File: config.mk
export PLATFORM = sky130hd
export DESIGN_NAME = litc_trap_capture
export DESIGN_NICKNAME = d
export VERILOG_FILES = /design/src/rtl/litc_pkg.sv /design/src/rtl/litc_trap_capture.sv
export SDC_FILE = /design/constraint.sdc
export NUM_CORES = 1
export LEC_CHECK = 0
export BUFFER_PORTS_ARGS = -buffer_cell sky130_fd_sc_hd__buf_2
export CELL_PAD_IN_SITES_DETAIL_PLACEMENT = 0
export CELL_PAD_IN_SITES_GLOBAL_PLACEMENT = 2
export CORE_UTILIZATION = 29
export DETAILED_ROUTE_END_ITERATION = 10
export GPL_TIMING_DRIVEN = 0
export HOLD_SLACK_MARGIN = 0.08
export PLACE_DENSITY = 0.81
export RECOVER_POWER = 100
export SLEW_MARGIN = 40
export SYNTH_ARGS = -nofsm -noshare
export SYNTH_HDL_FRONTEND = slang
export SYNTH_SLANG_ARGS = --single-unit
File: constraint.sdc
create_clock -name clk -period 3.5 [get_ports clk]
set_input_delay 0.175 -clock clk [delete_from_list [all_inputs] [get_ports clk]]
set_output_delay 0.175 -clock clk [all_outputs]
set_load 0.005 [all_outputs]
File: src/rtl/litc_pkg.sv
// Purpose: constants for the legacy I/O trap capture block
// Assumes: 16-bit host I/O addresses, 32-bit control/status word
// Notes:   offsets, field positions, reset values and decode windows
package litc_pkg;
   // register offset on the register access port (regAddr)
   localparam logic [5:0]  LITC_OFS_CTRL_STAT = 6'h18;
   // control field positions
   localparam int          LITC_B_FAST   = 31;
   localparam int          LITC_B_HIB    = 30;
   localparam int          LITC_B_SNDSEL = 29;
   localparam int          LITC_B_BASEHI = 28;
   localparam int          LITC_B_BASELO = 27;
   localparam int          LITC_B_CDCHI  = 26;
   localparam int          LITC_B_CDCLO  = 25;
   localparam int          LITC_B_FORCE  = 24;
   localparam int          LITC_B_SDMA   = 23;
   localparam int          LITC_B_SINTC  = 22;
   localparam int          LITC_B_MDMA   = 21;
   localparam int          LITC_B_MINTC  = 20;
   localparam int          LITC_B_FM     = 19;
   localparam int          LITC_B_SND    = 18;
   localparam int          LITC_B_CDC    = 17;
   localparam int          LITC_B_BASE   = 16;
   // reset values
   localparam logic [15:0] LITC_CTRL_RST  = 16'h0000;
   localparam logic [4:0]  LITC_ONES      = 5'h1F;
   // event numbers
   localparam logic [2:0]  LITC_EV_BASE  = 3'h0;
   localparam logic [2:0]  LITC_EV_CDC   = 3'h1;
   localparam logic [2:0]  LITC_EV_SND   = 3'h2;
   localparam logic [2:0]  LITC_EV_FM    = 3'h3;
   localparam logic [2:0]  LITC_EV_MINTC = 3'h4;
   localparam logic [2:0]  LITC_EV_MDMA  = 3'h5;
   localparam logic [2:0]  LITC_EV_SINTC = 3'h6;
   localparam logic [2:0]  LITC_EV_SDMA  = 3'h7;
   // decode windows, inclusive bounds
   localparam logic [15:0] LITC_BASE_LO0 = 16'h0320;
   localparam logic [15:0] LITC_BASE_SPAN = 16'h0007;
   localparam logic [15:0] LITC_BASE_STEP = 16'h0010;
   localparam logic [15:0] LITC_CDC_LO0  = 16'h0530;
   localparam logic [15:0] LITC_CDC_LO2  = 16'h0E80;
   localparam logic [15:0] LITC_CDC_LO3  = 16'h0F40;
   localparam logic [15:0] LITC_CDC_SPAN = 16'h0007;
   localparam logic [15:0] LITC_SND_LO0  = 16'h0220;
   localparam logic [15:0] LITC_SND_LO1  = 16'h0240;
   localparam logic [15:0] LITC_SND_SPAN = 16'h000F;
   localparam logic [15:0] LITC_FM_LO    = 16'h0388;
   localparam logic [15:0] LITC_FM_HI    = 16'h038B;
   localparam logic [15:0] LITC_MINTC_LO = 16'h0020;
   localparam logic [15:0] LITC_MINTC_HI = 16'h0021;
   localparam logic [15:0] LITC_MDMA_LO  = 16'h0000;
   localparam logic [15:0] LITC_MDMA_HI  = 16'h000F;
   localparam logic [15:0] LITC_SINTC_LO = 16'h00A0;
   localparam logic [15:0] LITC_SINTC_HI = 16'h00A1;
   localparam logic [15:0] LITC_SDMA_LO  = 16'h00C0;
   localparam logic [15:0] LITC_SDMA_HI  = 16'h00DF;
endpackage

File: src/rtl/litc_trap_capture.sv
// Purpose: legacy host I/O trap capture with one control/status word
// Assumes: host I/O cycles and register accesses arrive on clk
// Notes:   read data is registered, one cycle after the read strobe
//
// Behaviour
// - one 32-bit word: control high, status low
// - bit 31 selects fast joystick timing
// - bit 30 blocks host irq, needs dma config
// - bit 29 picks sound register window
// - bits 28:27 pick base register window
// - bits 26:25 pick codec window, 01 none
// - bit 24 forces the legacy interrupt
// - bit 23 enables slave dma trap
// - bit 22 enables slave irq controller trap
// - bit 21 enables master dma trap
// - bit 20 enables master irq controller trap
// - bit 19 enables fm register trap
// - bits 18:16 enable sound, codec, base traps
// - bits 10:8 report the event number
// - bits 7:3 hold low address bits
// - bit 2 gives captured direction, one=write
// - bits 15:11 read ones, bit 1 zero
// - bit 0 flag active low, a write with byte lane 0 enabled clears
`timescale 1ns/1ns
module litc_trap_capture
   import litc_pkg::*;
(
   input  wire logic        clk,
   input  wire logic        rst,
   input  wire logic [5:0]  regAddr,
   input  wire logic        regRead,
   input  wire logic        regWrite,
   input  wire logic [3:0]  regByteEn,
   input  wire logic [31:0] regWdata,
   output logic      [31:0] regRdata,
   input  wire logic        ioValid,
   input  wire logic [15:0] ioAddr,
   input  wire logic        ioWrite,
   input  wire logic        dmaConfig,
   output logic             fastJoystick,
   output logic             hostIrqBlock,
   output logic             legacyIrq
);

   logic [15:0] ctrl_reg;     // control half, bits 31:16
   logic [2:0]  evId_reg;     // captured event number
   logic [4:0]  addrLow_reg;  // captured low address bits
   logic        dirWrite_reg; // captured direction
   logic        flag_reg;     // capture flag, active high inside
   logic        regHit;       // access aimed at our word
   logic        flagClear;    // host write to byte lane 0
   logic [7:0]  hitVec;       // per-event window hit, enable applied
   logic        anyHit;       // some enabled window hit
   logic [2:0]  hitId;        // winning event number
   logic        capture;      // latch this cycle
   logic [31:0] readWord;     // assembled read value

   // inclusive window test
   function automatic logic inWin(input logic [15:0] a, input logic [15:0] lo,
                                  input logic [15:0] hi);
      inWin = (a >= lo) && (a <= hi);
   endfunction

   // window decode for all eight sources, gated by their enables
   function automatic logic [7:0] decode(input logic [15:0] a, input logic [15:0] c);
      logic [15:0] baseLo;
      logic [15:0] sndLo;
      logic        cdcHit;
      baseLo = LITC_BASE_LO0 + LITC_BASE_STEP * {14'h0000, c[LITC_B_BASEHI-16],
                                                 c[LITC_B_BASELO-16]};
      sndLo  = c[LITC_B_SNDSEL-16] ? LITC_SND_LO1 : LITC_SND_LO0;
      // codec window, code 01 decodes nothing
      unique case ({c[LITC_B_CDCHI-16], c[LITC_B_CDCLO-16]})
         2'b00:   cdcHit = inWin(a, LITC_CDC_LO0, LITC_CDC_LO0 + LITC_CDC_SPAN);
         2'b10:   cdcHit = inWin(a, LITC_CDC_LO2, LITC_CDC_LO2 + LITC_CDC_SPAN);
         2'b11:   cdcHit = inWin(a, LITC_CDC_LO3, LITC_CDC_LO3 + LITC_CDC_SPAN);
         default: cdcHit = 1'b0;
      endcase
      decode[LITC_EV_BASE]  = c[LITC_B_BASE-16] &
                              inWin(a, baseLo, baseLo + LITC_BASE_SPAN);
      decode[LITC_EV_CDC]   = c[LITC_B_CDC-16] & cdcHit;
      decode[LITC_EV_SND]   = c[LITC_B_SND-16] & inWin(a, sndLo, sndLo + LITC_SND_SPAN);
      decode[LITC_EV_FM]    = c[LITC_B_FM-16] & inWin(a, LITC_FM_LO, LITC_FM_HI);
      decode[LITC_EV_MINTC] = c[LITC_B_MINTC-16] &
                              inWin(a, LITC_MINTC_LO, LITC_MINTC_HI);
      decode[LITC_EV_MDMA]  = c[LITC_B_MDMA-16] &
                              inWin(a, LITC_MDMA_LO, LITC_MDMA_HI);
      decode[LITC_EV_SINTC] = c[LITC_B_SINTC-16] &
                              inWin(a, LITC_SINTC_LO, LITC_SINTC_HI);
      decode[LITC_EV_SDMA]  = c[LITC_B_SDMA-16] &
                              inWin(a, LITC_SDMA_LO, LITC_SDMA_HI);
   endfunction

   // register select and flag clear strobe
   assign regHit    = (regAddr == LITC_OFS_CTRL_STAT);
   assign flagClear = regWrite & regHit & regByteEn[0];

   // window hits and lowest-number priority
   always_comb begin
      hitVec = ioValid ? decode(ioAddr, ctrl_reg) : 8'h00;
      hitId  = 3'h0;
      for (int i = 7; i >= 0; i--) begin
         if (hitVec[i]) begin
            hitId = 3'(i);
         end
      end
   end
   assign anyHit = |hitVec;

   // capture only when no event is pending, or it is being cleared now
   assign capture = anyHit & (~flag_reg | flagClear);

   // control half, byte lanes 3 and 2 write, lane 1 holds read-only bits
   always_ff @(posedge clk or posedge rst) begin
      if (rst) begin
         ctrl_reg <= LITC_CTRL_RST;
      end else if (regWrite && regHit) begin
         if (regByteEn[3]) begin
            ctrl_reg[15:8] <= regWdata[31:24];
         end
         if (regByteEn[2]) begin
            ctrl_reg[7:0] <= regWdata[23:16];
         end
      end
   end

   // captured event fields
   always_ff @(posedge clk or posedge rst) begin
      if (rst) begin
         evId_reg     <= 3'h0;
         addrLow_reg  <= 5'h00;
         dirWrite_reg <= 1'b0;
      end else if (capture) begin
         evId_reg     <= hitId;
         addrLow_reg  <= ioAddr[4:0];
         dirWrite_reg <= ioWrite;
      end
   end

   // capture flag, a new hit wins over a clear in the same cycle
   always_ff @(posedge clk or posedge rst) begin
      if (rst) begin
         flag_reg <= 1'b0;
      end else if (capture) begin
         flag_reg <= 1'b1;
      end else if (flagClear) begin
         flag_reg <= 1'b0;
      end
   end

   // read word: bit 0 is the active-low flag
   assign readWord = {ctrl_reg, LITC_ONES, evId_reg, addrLow_reg,
                      dirWrite_reg, 1'b0, ~flag_reg};

   // registered read data, zero for other offsets
   always_ff @(posedge clk or posedge rst) begin
      if (rst) begin
         regRdata <= 32'h00000000;
      end else if (regRead) begin
         regRdata <= regHit ? readWord : 32'h00000000;
      end
   end

   // control outputs
   always_ff @(posedge clk or posedge rst) begin
      if (rst) begin
         fastJoystick <= 1'b0;
         hostIrqBlock <= 1'b0;
      end else begin
         fastJoystick <= ctrl_reg[LITC_B_FAST-16];
         hostIrqBlock <= ctrl_reg[LITC_B_HIB-16] & dmaConfig;
      end
   end

   // interrupt request toward the host
   assign legacyIrq = flag_reg | ctrl_reg[LITC_B_FORCE-16];

   // enable bit n of the control half belongs to event n, so clear means no hit
   for (genvar g = 0; g < 8; g++) begin : g_gate

   end
endmodule

# ---- Word level (Yosys, flattened, before mapping)
# Index checks and enable logic that the tools add are counted.
dict set report classes {
  reduce_logical 16
  n_addsub 3
  order_cmp 20
  mux 14
  bitwise_logic 15
  n_eq_ne 3
}
# cell n
set ops {}
lappend ops {{>= comparator 16 x 12 -> 1 bit, second input constant} 2}
lappend ops {{>= comparator 16 x 8 -> 1 bit, second input constant} 2}
lappend ops {{less-or-equal comparator 16 x 12 -> 1 bit, second input constant} 2}
lappend ops {{less-or-equal comparator 16 x 8 -> 1 bit, second input constant} 2}
lappend ops {{two-way mux 32 bit} 1}
lappend ops {{two-way mux 3 bit} 8}
lappend ops {{>= comparator 16 x 1 -> 1 bit, second input constant} 1}
lappend ops {{>= comparator 16 x 10 -> 1 bit} 1}
lappend ops {{>= comparator 16 x 10 -> 1 bit, second input constant} 1}
lappend ops {{>= comparator 16 x 11 -> 1 bit} 1}
lappend ops {{>= comparator 16 x 11 -> 1 bit, second input constant} 1}
lappend ops {{>= comparator 16 x 6 -> 1 bit, second input constant} 1}
lappend ops {{less-or-equal comparator 16 x 10 -> 1 bit, second input constant} 1}
lappend ops {{less-or-equal comparator 16 x 11 -> 1 bit} 1}
lappend ops {{less-or-equal comparator 16 x 11 -> 1 bit, second input constant} 1}
lappend ops {{less-or-equal comparator 16 x 12 -> 1 bit} 1}
lappend ops {{less-or-equal comparator 16 x 4 -> 1 bit, second input constant} 1}
lappend ops {{less-or-equal comparator 16 x 6 -> 1 bit, second input constant} 1}
lappend ops {{adder 11 x 3 -> 12 bit, second input constant} 1}
lappend ops {{AND 1 bit} 12}
lappend ops {{adder 10 x 4 -> 11 bit, second input constant} 1}
lappend ops {{adder 10 x 6 -> 11 bit, first input constant} 1}
lappend ops {{logical AND 1 bit} 11}
lappend ops {{two-way mux 8 bit} 1}
lappend ops {{other kinds (11)} 15}
dict set report word_totals {
  elab_cells 80
  out_inout_bits 35
  regBits 60
  inputBits 65
}

# ---- Longest topological paths before layout
dict set report logic_depth {
  ltp_word 14
  depth_mapped 9
  depth_no_buf 8
}

# ---- Worst setup path after synthesis
# No wires, ideal clock.
dict set report synth_timing {
  kind {register -> register}
  startpoint {register ctrl_reg[13]}
  endpoint {register addrLow_reg[0]}
  slack_ps 1016
  arrival_ps 2359
  stages_incl_launch_ff 9
  setup_ps 125
  cell_sequence {dfrtp_1 > inv_1 > ha_1 > nor4bb_1 > or3b_1 > a221oi_2 > a311oi_1 > a21boi_4 > mux2_2}
}
dict set report synth_via {
  elab_chain_len 8
  word_cells_on_any_way 9
  cone_classes {1 x add/sub; 2 x order compare; 2 x mux; 2 x bitwise; 2 x reduce/logical}
}
# element line
set synth_lines {}
lappend synth_lines {{from (decl)} litc_trap_capture.sv:45} ;# logic [15:0] ctrl_reg;
lappend synth_lines {{from (signal assigned)} litc_trap_capture.sv:119} ;# ctrl_reg[15:8] <= regWdata[31:24];
lappend synth_lines {{two-way mux 7 bit (*)} litc_trap_capture.sv:71} ;# sndLo = c[LITC_B_SNDSEL-16] ? LITC_SND_LO1 : LITC_SND_LO0;
lappend synth_lines {{adder 10 x 4 -> 11 bit} litc_trap_capture.sv:82} ;# decode[LITC_EV_SND] = c[LITC_B_SND-16] & inWin(a, sndLo, sndLo + LITC_SND_SPAN);
lappend synth_lines {{less-or-equal comparator 16 x 11 -> 1 bit} litc_trap_capture.sv:61} ;# inWin = (a >= lo) && (a <= hi);
lappend synth_lines {{logical AND 1 bit (*)} litc_trap_capture.sv:61}
lappend synth_lines {{AND 1 bit (*)} litc_trap_capture.sv:82}
lappend synth_lines {{two-way mux 8 bit (*)} litc_trap_capture.sv:100} ;# hitVec = ioValid ? decode(ioAddr, ctrl_reg) : 8'h00;
lappend synth_lines {{OR reduction 8 bit (*)} litc_trap_capture.sv:108} ;# assign anyHit = |hitVec;
lappend synth_lines {{AND 1 bit (*)} litc_trap_capture.sv:111} ;# assign capture = anyHit & (~flag_reg | flagClear);
lappend synth_lines {{to (signal assigned)} litc_trap_capture.sv:135} ;# addrLow_reg <= ioAddr[4:0];
lappend synth_lines {{to (decl)} litc_trap_capture.sv:47} ;# logic [4:0] addrLow_reg;
# Every way passes the cells marked *; elsewhere a longest branch is shown, timed or not.
# A chain may end at the register's enable or synchronous reset.

# ---- Worst setup path in the final report
dict set report layout_timing {
  startpoint {register ctrl_reg[13]}
  endpoint {register dirWrite_reg}
}
dict set report layout_via {
  elab_chain_len 8
  word_cells_on_any_way 9
  cone_classes {1 x add/sub; 2 x order compare; 2 x mux; 2 x bitwise; 2 x reduce/logical}
}
# element line
set layout_lines {}
lappend layout_lines {{two-way mux 7 bit (*)} litc_trap_capture.sv:71}
lappend layout_lines {{adder 10 x 4 -> 11 bit} litc_trap_capture.sv:82}
lappend layout_lines {{less-or-equal comparator 16 x 11 -> 1 bit} litc_trap_capture.sv:61}
lappend layout_lines {{logical AND 1 bit (*)} litc_trap_capture.sv:61}
lappend layout_lines {{AND 1 bit (*)} litc_trap_capture.sv:82}
lappend layout_lines {{two-way mux 8 bit (*)} litc_trap_capture.sv:100}
lappend layout_lines {{OR reduction 8 bit (*)} litc_trap_capture.sv:108}
lappend layout_lines {{AND 1 bit (*)} litc_trap_capture.sv:111}
lappend layout_lines {{to (signal assigned)} litc_trap_capture.sv:136} ;# dirWrite_reg <= ioWrite;
lappend layout_lines {{to (decl)} litc_trap_capture.sv:48} ;# logic dirWrite_reg;
# Marks and branches as above.

==> impl_metrics.prom <==
# TYPE chip_impl_metric gauge
chip_impl_info{name="run_status",value="finished, final reports clean"} 1
chip_impl_metric{name="grt.total_usage",unit="%"} 14.8
chip_impl_info{name="critPathKind",value="register to register"} 1
chip_impl_metric{name="drv_slew",unit=""} 0
chip_impl_metric{name="route.final.wire_length",unit="um"} 6900
chip_impl_metric{name="clock_sinks",unit=""} 55
chip_impl_info{name="rsz0062_at_grt",value="false"} 1
chip_impl_metric{name="arrival",unit="ns"} 3.01
chip_impl_metric{name="multi_input_area",unit="um2"} 1160
chip_impl_metric{name="synth_area_per_cell",unit="um2"} 10.3
chip_impl_info{name="synth_area_leaders",value="dfrtp_1 50%, mux2_2 10%, nand3_1 6.7%"} 1
chip_impl_metric{name="cts_buffers",unit=""} 5
chip_impl_metric{name="seqPwrFrac",unit="%"} 54.3
chip_impl_info{name="worstSetupStartpointType",value="register"} 1
chip_impl_metric{name="comb_power_share",unit="%"} 11.2
chip_impl_metric{name="switchingPower",unit="uW"} 306
chip_impl_metric{name="cts_resized",unit=""} 0
chip_impl_metric{name="clkLatencyLatePin",unit="ns"} 0.31
chip_impl_metric{name="groute.layer.met1.usage",unit="%"} 19.8
chip_impl_metric{name="stdcell_area",unit="um2"} 3430
chip_impl_metric{name="die_width",unit="um"} 99.4
chip_impl_metric{name="drc",unit=""} 0
chip_impl_metric{name="finalCritPeriodShare",unit="%"} 80.3
chip_impl_metric{name="powerDensity",unit="nW/um2"} 362
chip_impl_metric{name="synthesis.yosys.warnings",unit=""} 0
chip_impl_metric{name="detailed_place.area",unit="um2"} 3310
chip_impl_metric{name="cts_setup_buffers",unit=""} 0
chip_impl_metric{name="critical_path_cell_count",unit=""} 8
chip_impl_metric{name="filler_cell_count",unit=""} 990
chip_impl_metric{name="cellLeakagePower",unit="nW"} 1.63
chip_impl_metric{name="detail_route.first_pass.iterations",unit=""} 4
chip_impl_info{name="grt.busiest_layer",value="met2"} 1
chip_impl_metric{name="antenna_found_initial",unit=""} 0
chip_impl_metric{name="whs_path_depth",unit=""} 2
chip_impl_metric{name="n_antenna_cell",unit=""} 0
chip_impl_info{name="leading_area_contributor_after_synthesis",value="dfrtp_1"} 1
chip_impl_metric{name="detailedRoute.firstIterationViolations",unit=""} 53
chip_impl_info{name="layout.cells.most_common_list",value="65 x buf_2, 55 x dfrtp_1, 37 x nand3_1, 34 x inv_1, 26 x o21ai_0"} 1
chip_impl_metric{name="critical-path-max-stage-delay",unit="ns"} 0.43
chip_impl_info{name="crit_path_cell_trace",value="inv_1 > ha_1 > nor4bb_1 > or3b_1 > a221oi_1 > a311oi_1 > a21boi_4 > mux2_2"} 1
chip_impl_metric{name="grt_remaining_overflow",unit=""} 0
chip_impl_info{name="critical_path.endpoint_type",value="register"} 1
chip_impl_metric{name="final_critical_path_setup_slack",unit="ns"} 0.689
chip_impl_metric{name="ys_ff_latch",unit=""} 55
chip_impl_metric{name="critPathRequiredTime",unit="ns"} 3.70
chip_impl_metric{name="fmax",unit="GHz"} 0.356
chip_impl_metric{name="grt_start_max_net_pins",unit=""} 36
chip_impl_info{name="worstHoldPathType",value="input pin to register"} 1
chip_impl_metric{name="netSwitchingFraction",unit="%"} 24.6
chip_impl_metric{name="route.detailed.vias_per_inst",unit=""} 4.88
chip_impl_metric{name="crit_fanout",unit=""} 8
chip_impl_metric{name="worst_ir_drop_vdd",unit="V"} 0.000174
chip_impl_info{name="ys_dominant_reg_cell",value="dfrtp_1"} 1
chip_impl_metric{name="worst_slew_pin_slew",unit="ns"} 0.963
chip_impl_metric{name="max-clock-path-buffers",unit=""} 2
chip_impl_info{name="final_common_cell",value="buf_2"} 1
chip_impl_metric{name="cp.buffers_inverters",unit=""} 1
chip_impl_metric{name="global_route.usage.met2",unit="%"} 24.3
chip_impl_info{name="crit_slowest_cell",value="or3b_1"} 1
chip_impl_metric{name="regArea",unit="um2"} 1380
chip_impl_metric{name="port_buffers",unit=""} 80
chip_impl_metric{name="synthArstFlopShare",unit="%"} 100
chip_impl_metric{name="dp.final_hpwl",unit="um"} 5340
chip_impl_metric{name="vias",unit=""} 2287
chip_impl_metric{name="synthDistinctLibCells",unit=""} 46
chip_impl_metric{name="report.final.setup_viol",unit=""} 0
chip_impl_metric{name="routabilityCongestion",unit=""} 0.831
chip_impl_metric{name="synth_fp_nets",unit=""} 338
chip_impl_metric{name="boundaryPins",unit=""} 100
chip_impl_metric{name="wl_per_cell",unit="um"} 14.7
chip_impl_metric{name="grt_pass1_vias",unit=""} 2317
chip_impl_metric{name="fin_skew",unit="ns"} 0.0131
chip_impl_metric{name="holdBufCountCts",unit=""} 2
chip_impl_metric{name="floorplan.die_area",unit="um2"} 9890
chip_impl_metric{name="fin_crit",unit="ns"} 2.81
chip_impl_metric{name="report.final.hold_viol_count",unit=""} 0
chip_impl_metric{name="seq_total_area_yosys",unit="%"} 50.0
chip_impl_metric{name="edff_count_synth",unit=""} 0
chip_impl_metric{name="flow.area_growth_from_synthesis",unit="%"} 24.7
chip_impl_metric{name="power.internal",unit="uW"} 938
chip_impl_metric{name="mappedNetlistArea",unit="um2"} 2750
chip_impl_metric{name="htree_num_levels",unit=""} 2
chip_impl_metric{name="setup-tns-final",unit="ns"} 0
chip_impl_metric{name="grt_pass1_wl",unit="um"} 11500
chip_impl_metric{name="clkSlewWorstSetupHoldPaths",unit="ns"} 0.11
chip_impl_metric{name="die_y",unit="um"} 99.4
chip_impl_metric{name="synth_top_area_share",unit="%"} 50.0
chip_impl_metric{name="r2r_cells",unit=""} 8
chip_impl_metric{name="grt.met3_usage",unit="%"} 2.60
chip_impl_info{name="clock-root-buffer",value="clkbuf_8"} 1
chip_impl_metric{name="initial_core_util",unit="%"} 29.9
chip_impl_metric{name="post_placement_setup_slack",unit="ns"} 0.700
chip_impl_metric{name="clockPowerShare",unit="%"} 34.5
chip_impl_metric{name="final_net_count",unit=""} 429
chip_impl_info{name="cpLargestDelayFamily",value="compound AO/OA/AOI/OAI gates"} 1
chip_impl_metric{name="max_reg_flops",unit=""} 27
chip_impl_metric{name="drive_gt1_share",unit="%"} 30.2
chip_impl_metric{name="ant_nets",unit=""} 0
chip_impl_metric{name="core_region_area",unit="um2"} 9200
chip_impl_metric{name="rows",unit=""} 35
chip_impl_metric{name="timing.max_slew.rel_slack",unit="%"} 35.5
chip_impl_info{name="clock_tree_from_tritoncts",value="built"} 1
chip_impl_metric{name="syn_inst",unit=""} 266
chip_impl_metric{name="timing.max_cap.violations",unit=""} 0
[power by group through the flow]
stage,clock [mW],sequential [mW],combinational (mW)
after floorplan,0,0.681,0.0774
after global placement,0,0.687,0.135
after detailed placement,0,0.688,0.140
after CTS,0.447,0.676,0.143
after global routing,0.467,0.679,0.159
final,0.429,0.675,0.140
[cell usage after synthesis, drive strengths merged, types with 2 or more instances]
cell type	instances
inv	35
and3b	2
nand3b	2
buf	8
nor2	5
a221oi	2
nand2	4
mux2	25
ha	7
a21oi	5
dfrtp	55
and2	3
a211oi	2
nor4bb	3
nor3	2
nor4b	4
clkbuf	8
nand3	37
nand4	3
nor2b	2
o21ai	26
a311oi	4
[path summary, 6_finish.rpt]
path                              start           end  slack (ns)
setup / recovery           ctrl_reg[13]  dirWrite_reg        0.69
hold / removal             regWdata[30]  ctrl_reg[14]        0.09
setup reg to reg           ctrl_reg[13]  dirWrite_reg        0.69
hold reg to reg            ctrl_reg[15]  fastJoystick        0.39
max in group asynchronous           rst  regRdata[16]        2.29
min in group asynchronous           rst   regRdata[2]        0.56
[layout make-up]
| type | instances | area share (%) |
|---|---|---|
| sequential | 55 | 40.1 |
| multi-input combinational | 160 | 33.8 |
| timing repair buffer | 84 | 12.6 |
| tap | 111 | 4.05 |
| inverter | 35 | 3.86 |
| buffer | 16 | 2.30 |
| clock buffer | 5 | 2.00 |
| clock inverter | 3 | 1.35 |
[layer usage]
| layer | wire, um | vias to the layer above |
|---|---|---|
| met2 | 3180 | 66 |
| met3 | 315 | 9 |
| met4 | 125 | 0 |
| met1 | 3280 | 1094 |
| li1 | - | 1118 |
| met5 | 0 | - |
[per-stage QoR]
step | hold WS [ns] | util (%) | instances | power [mW]
after floorplan | 0.309 | - | 266 | 0.759
after global placement | 0.382 | 35.8 | 457 | 0.822
after detailed placement | 0.145 | 36.0 | 458 | 0.828
after CTS | 0.0824 | 37.5 | 468 | 1.27
after global routing | 0.0825 | 37.3 | 469 | 1.30
final | 0.0927 | 37.3 | 469 | 1.24
[cells by family (layout without fill, tap and decap cells)]
logic type | after synthesis | count (layout) | synth area share, %
buffers and inverters | 51 | 143 | 7.64
AND/OR/NAND/NOR | 77 | 77 | 16.7
adder cells (fa/ha/maj) | 7 | 7 | 3.18
AO/OA/AOI/OAI | 50 | 50 | 12.1
other | 1 | 1 | 0.136
multiplexers | 25 | 25 | 10.2
flip-flops | 55 | 55 | 50.0
Note: power is estimated with default switching activity, not from simulation.
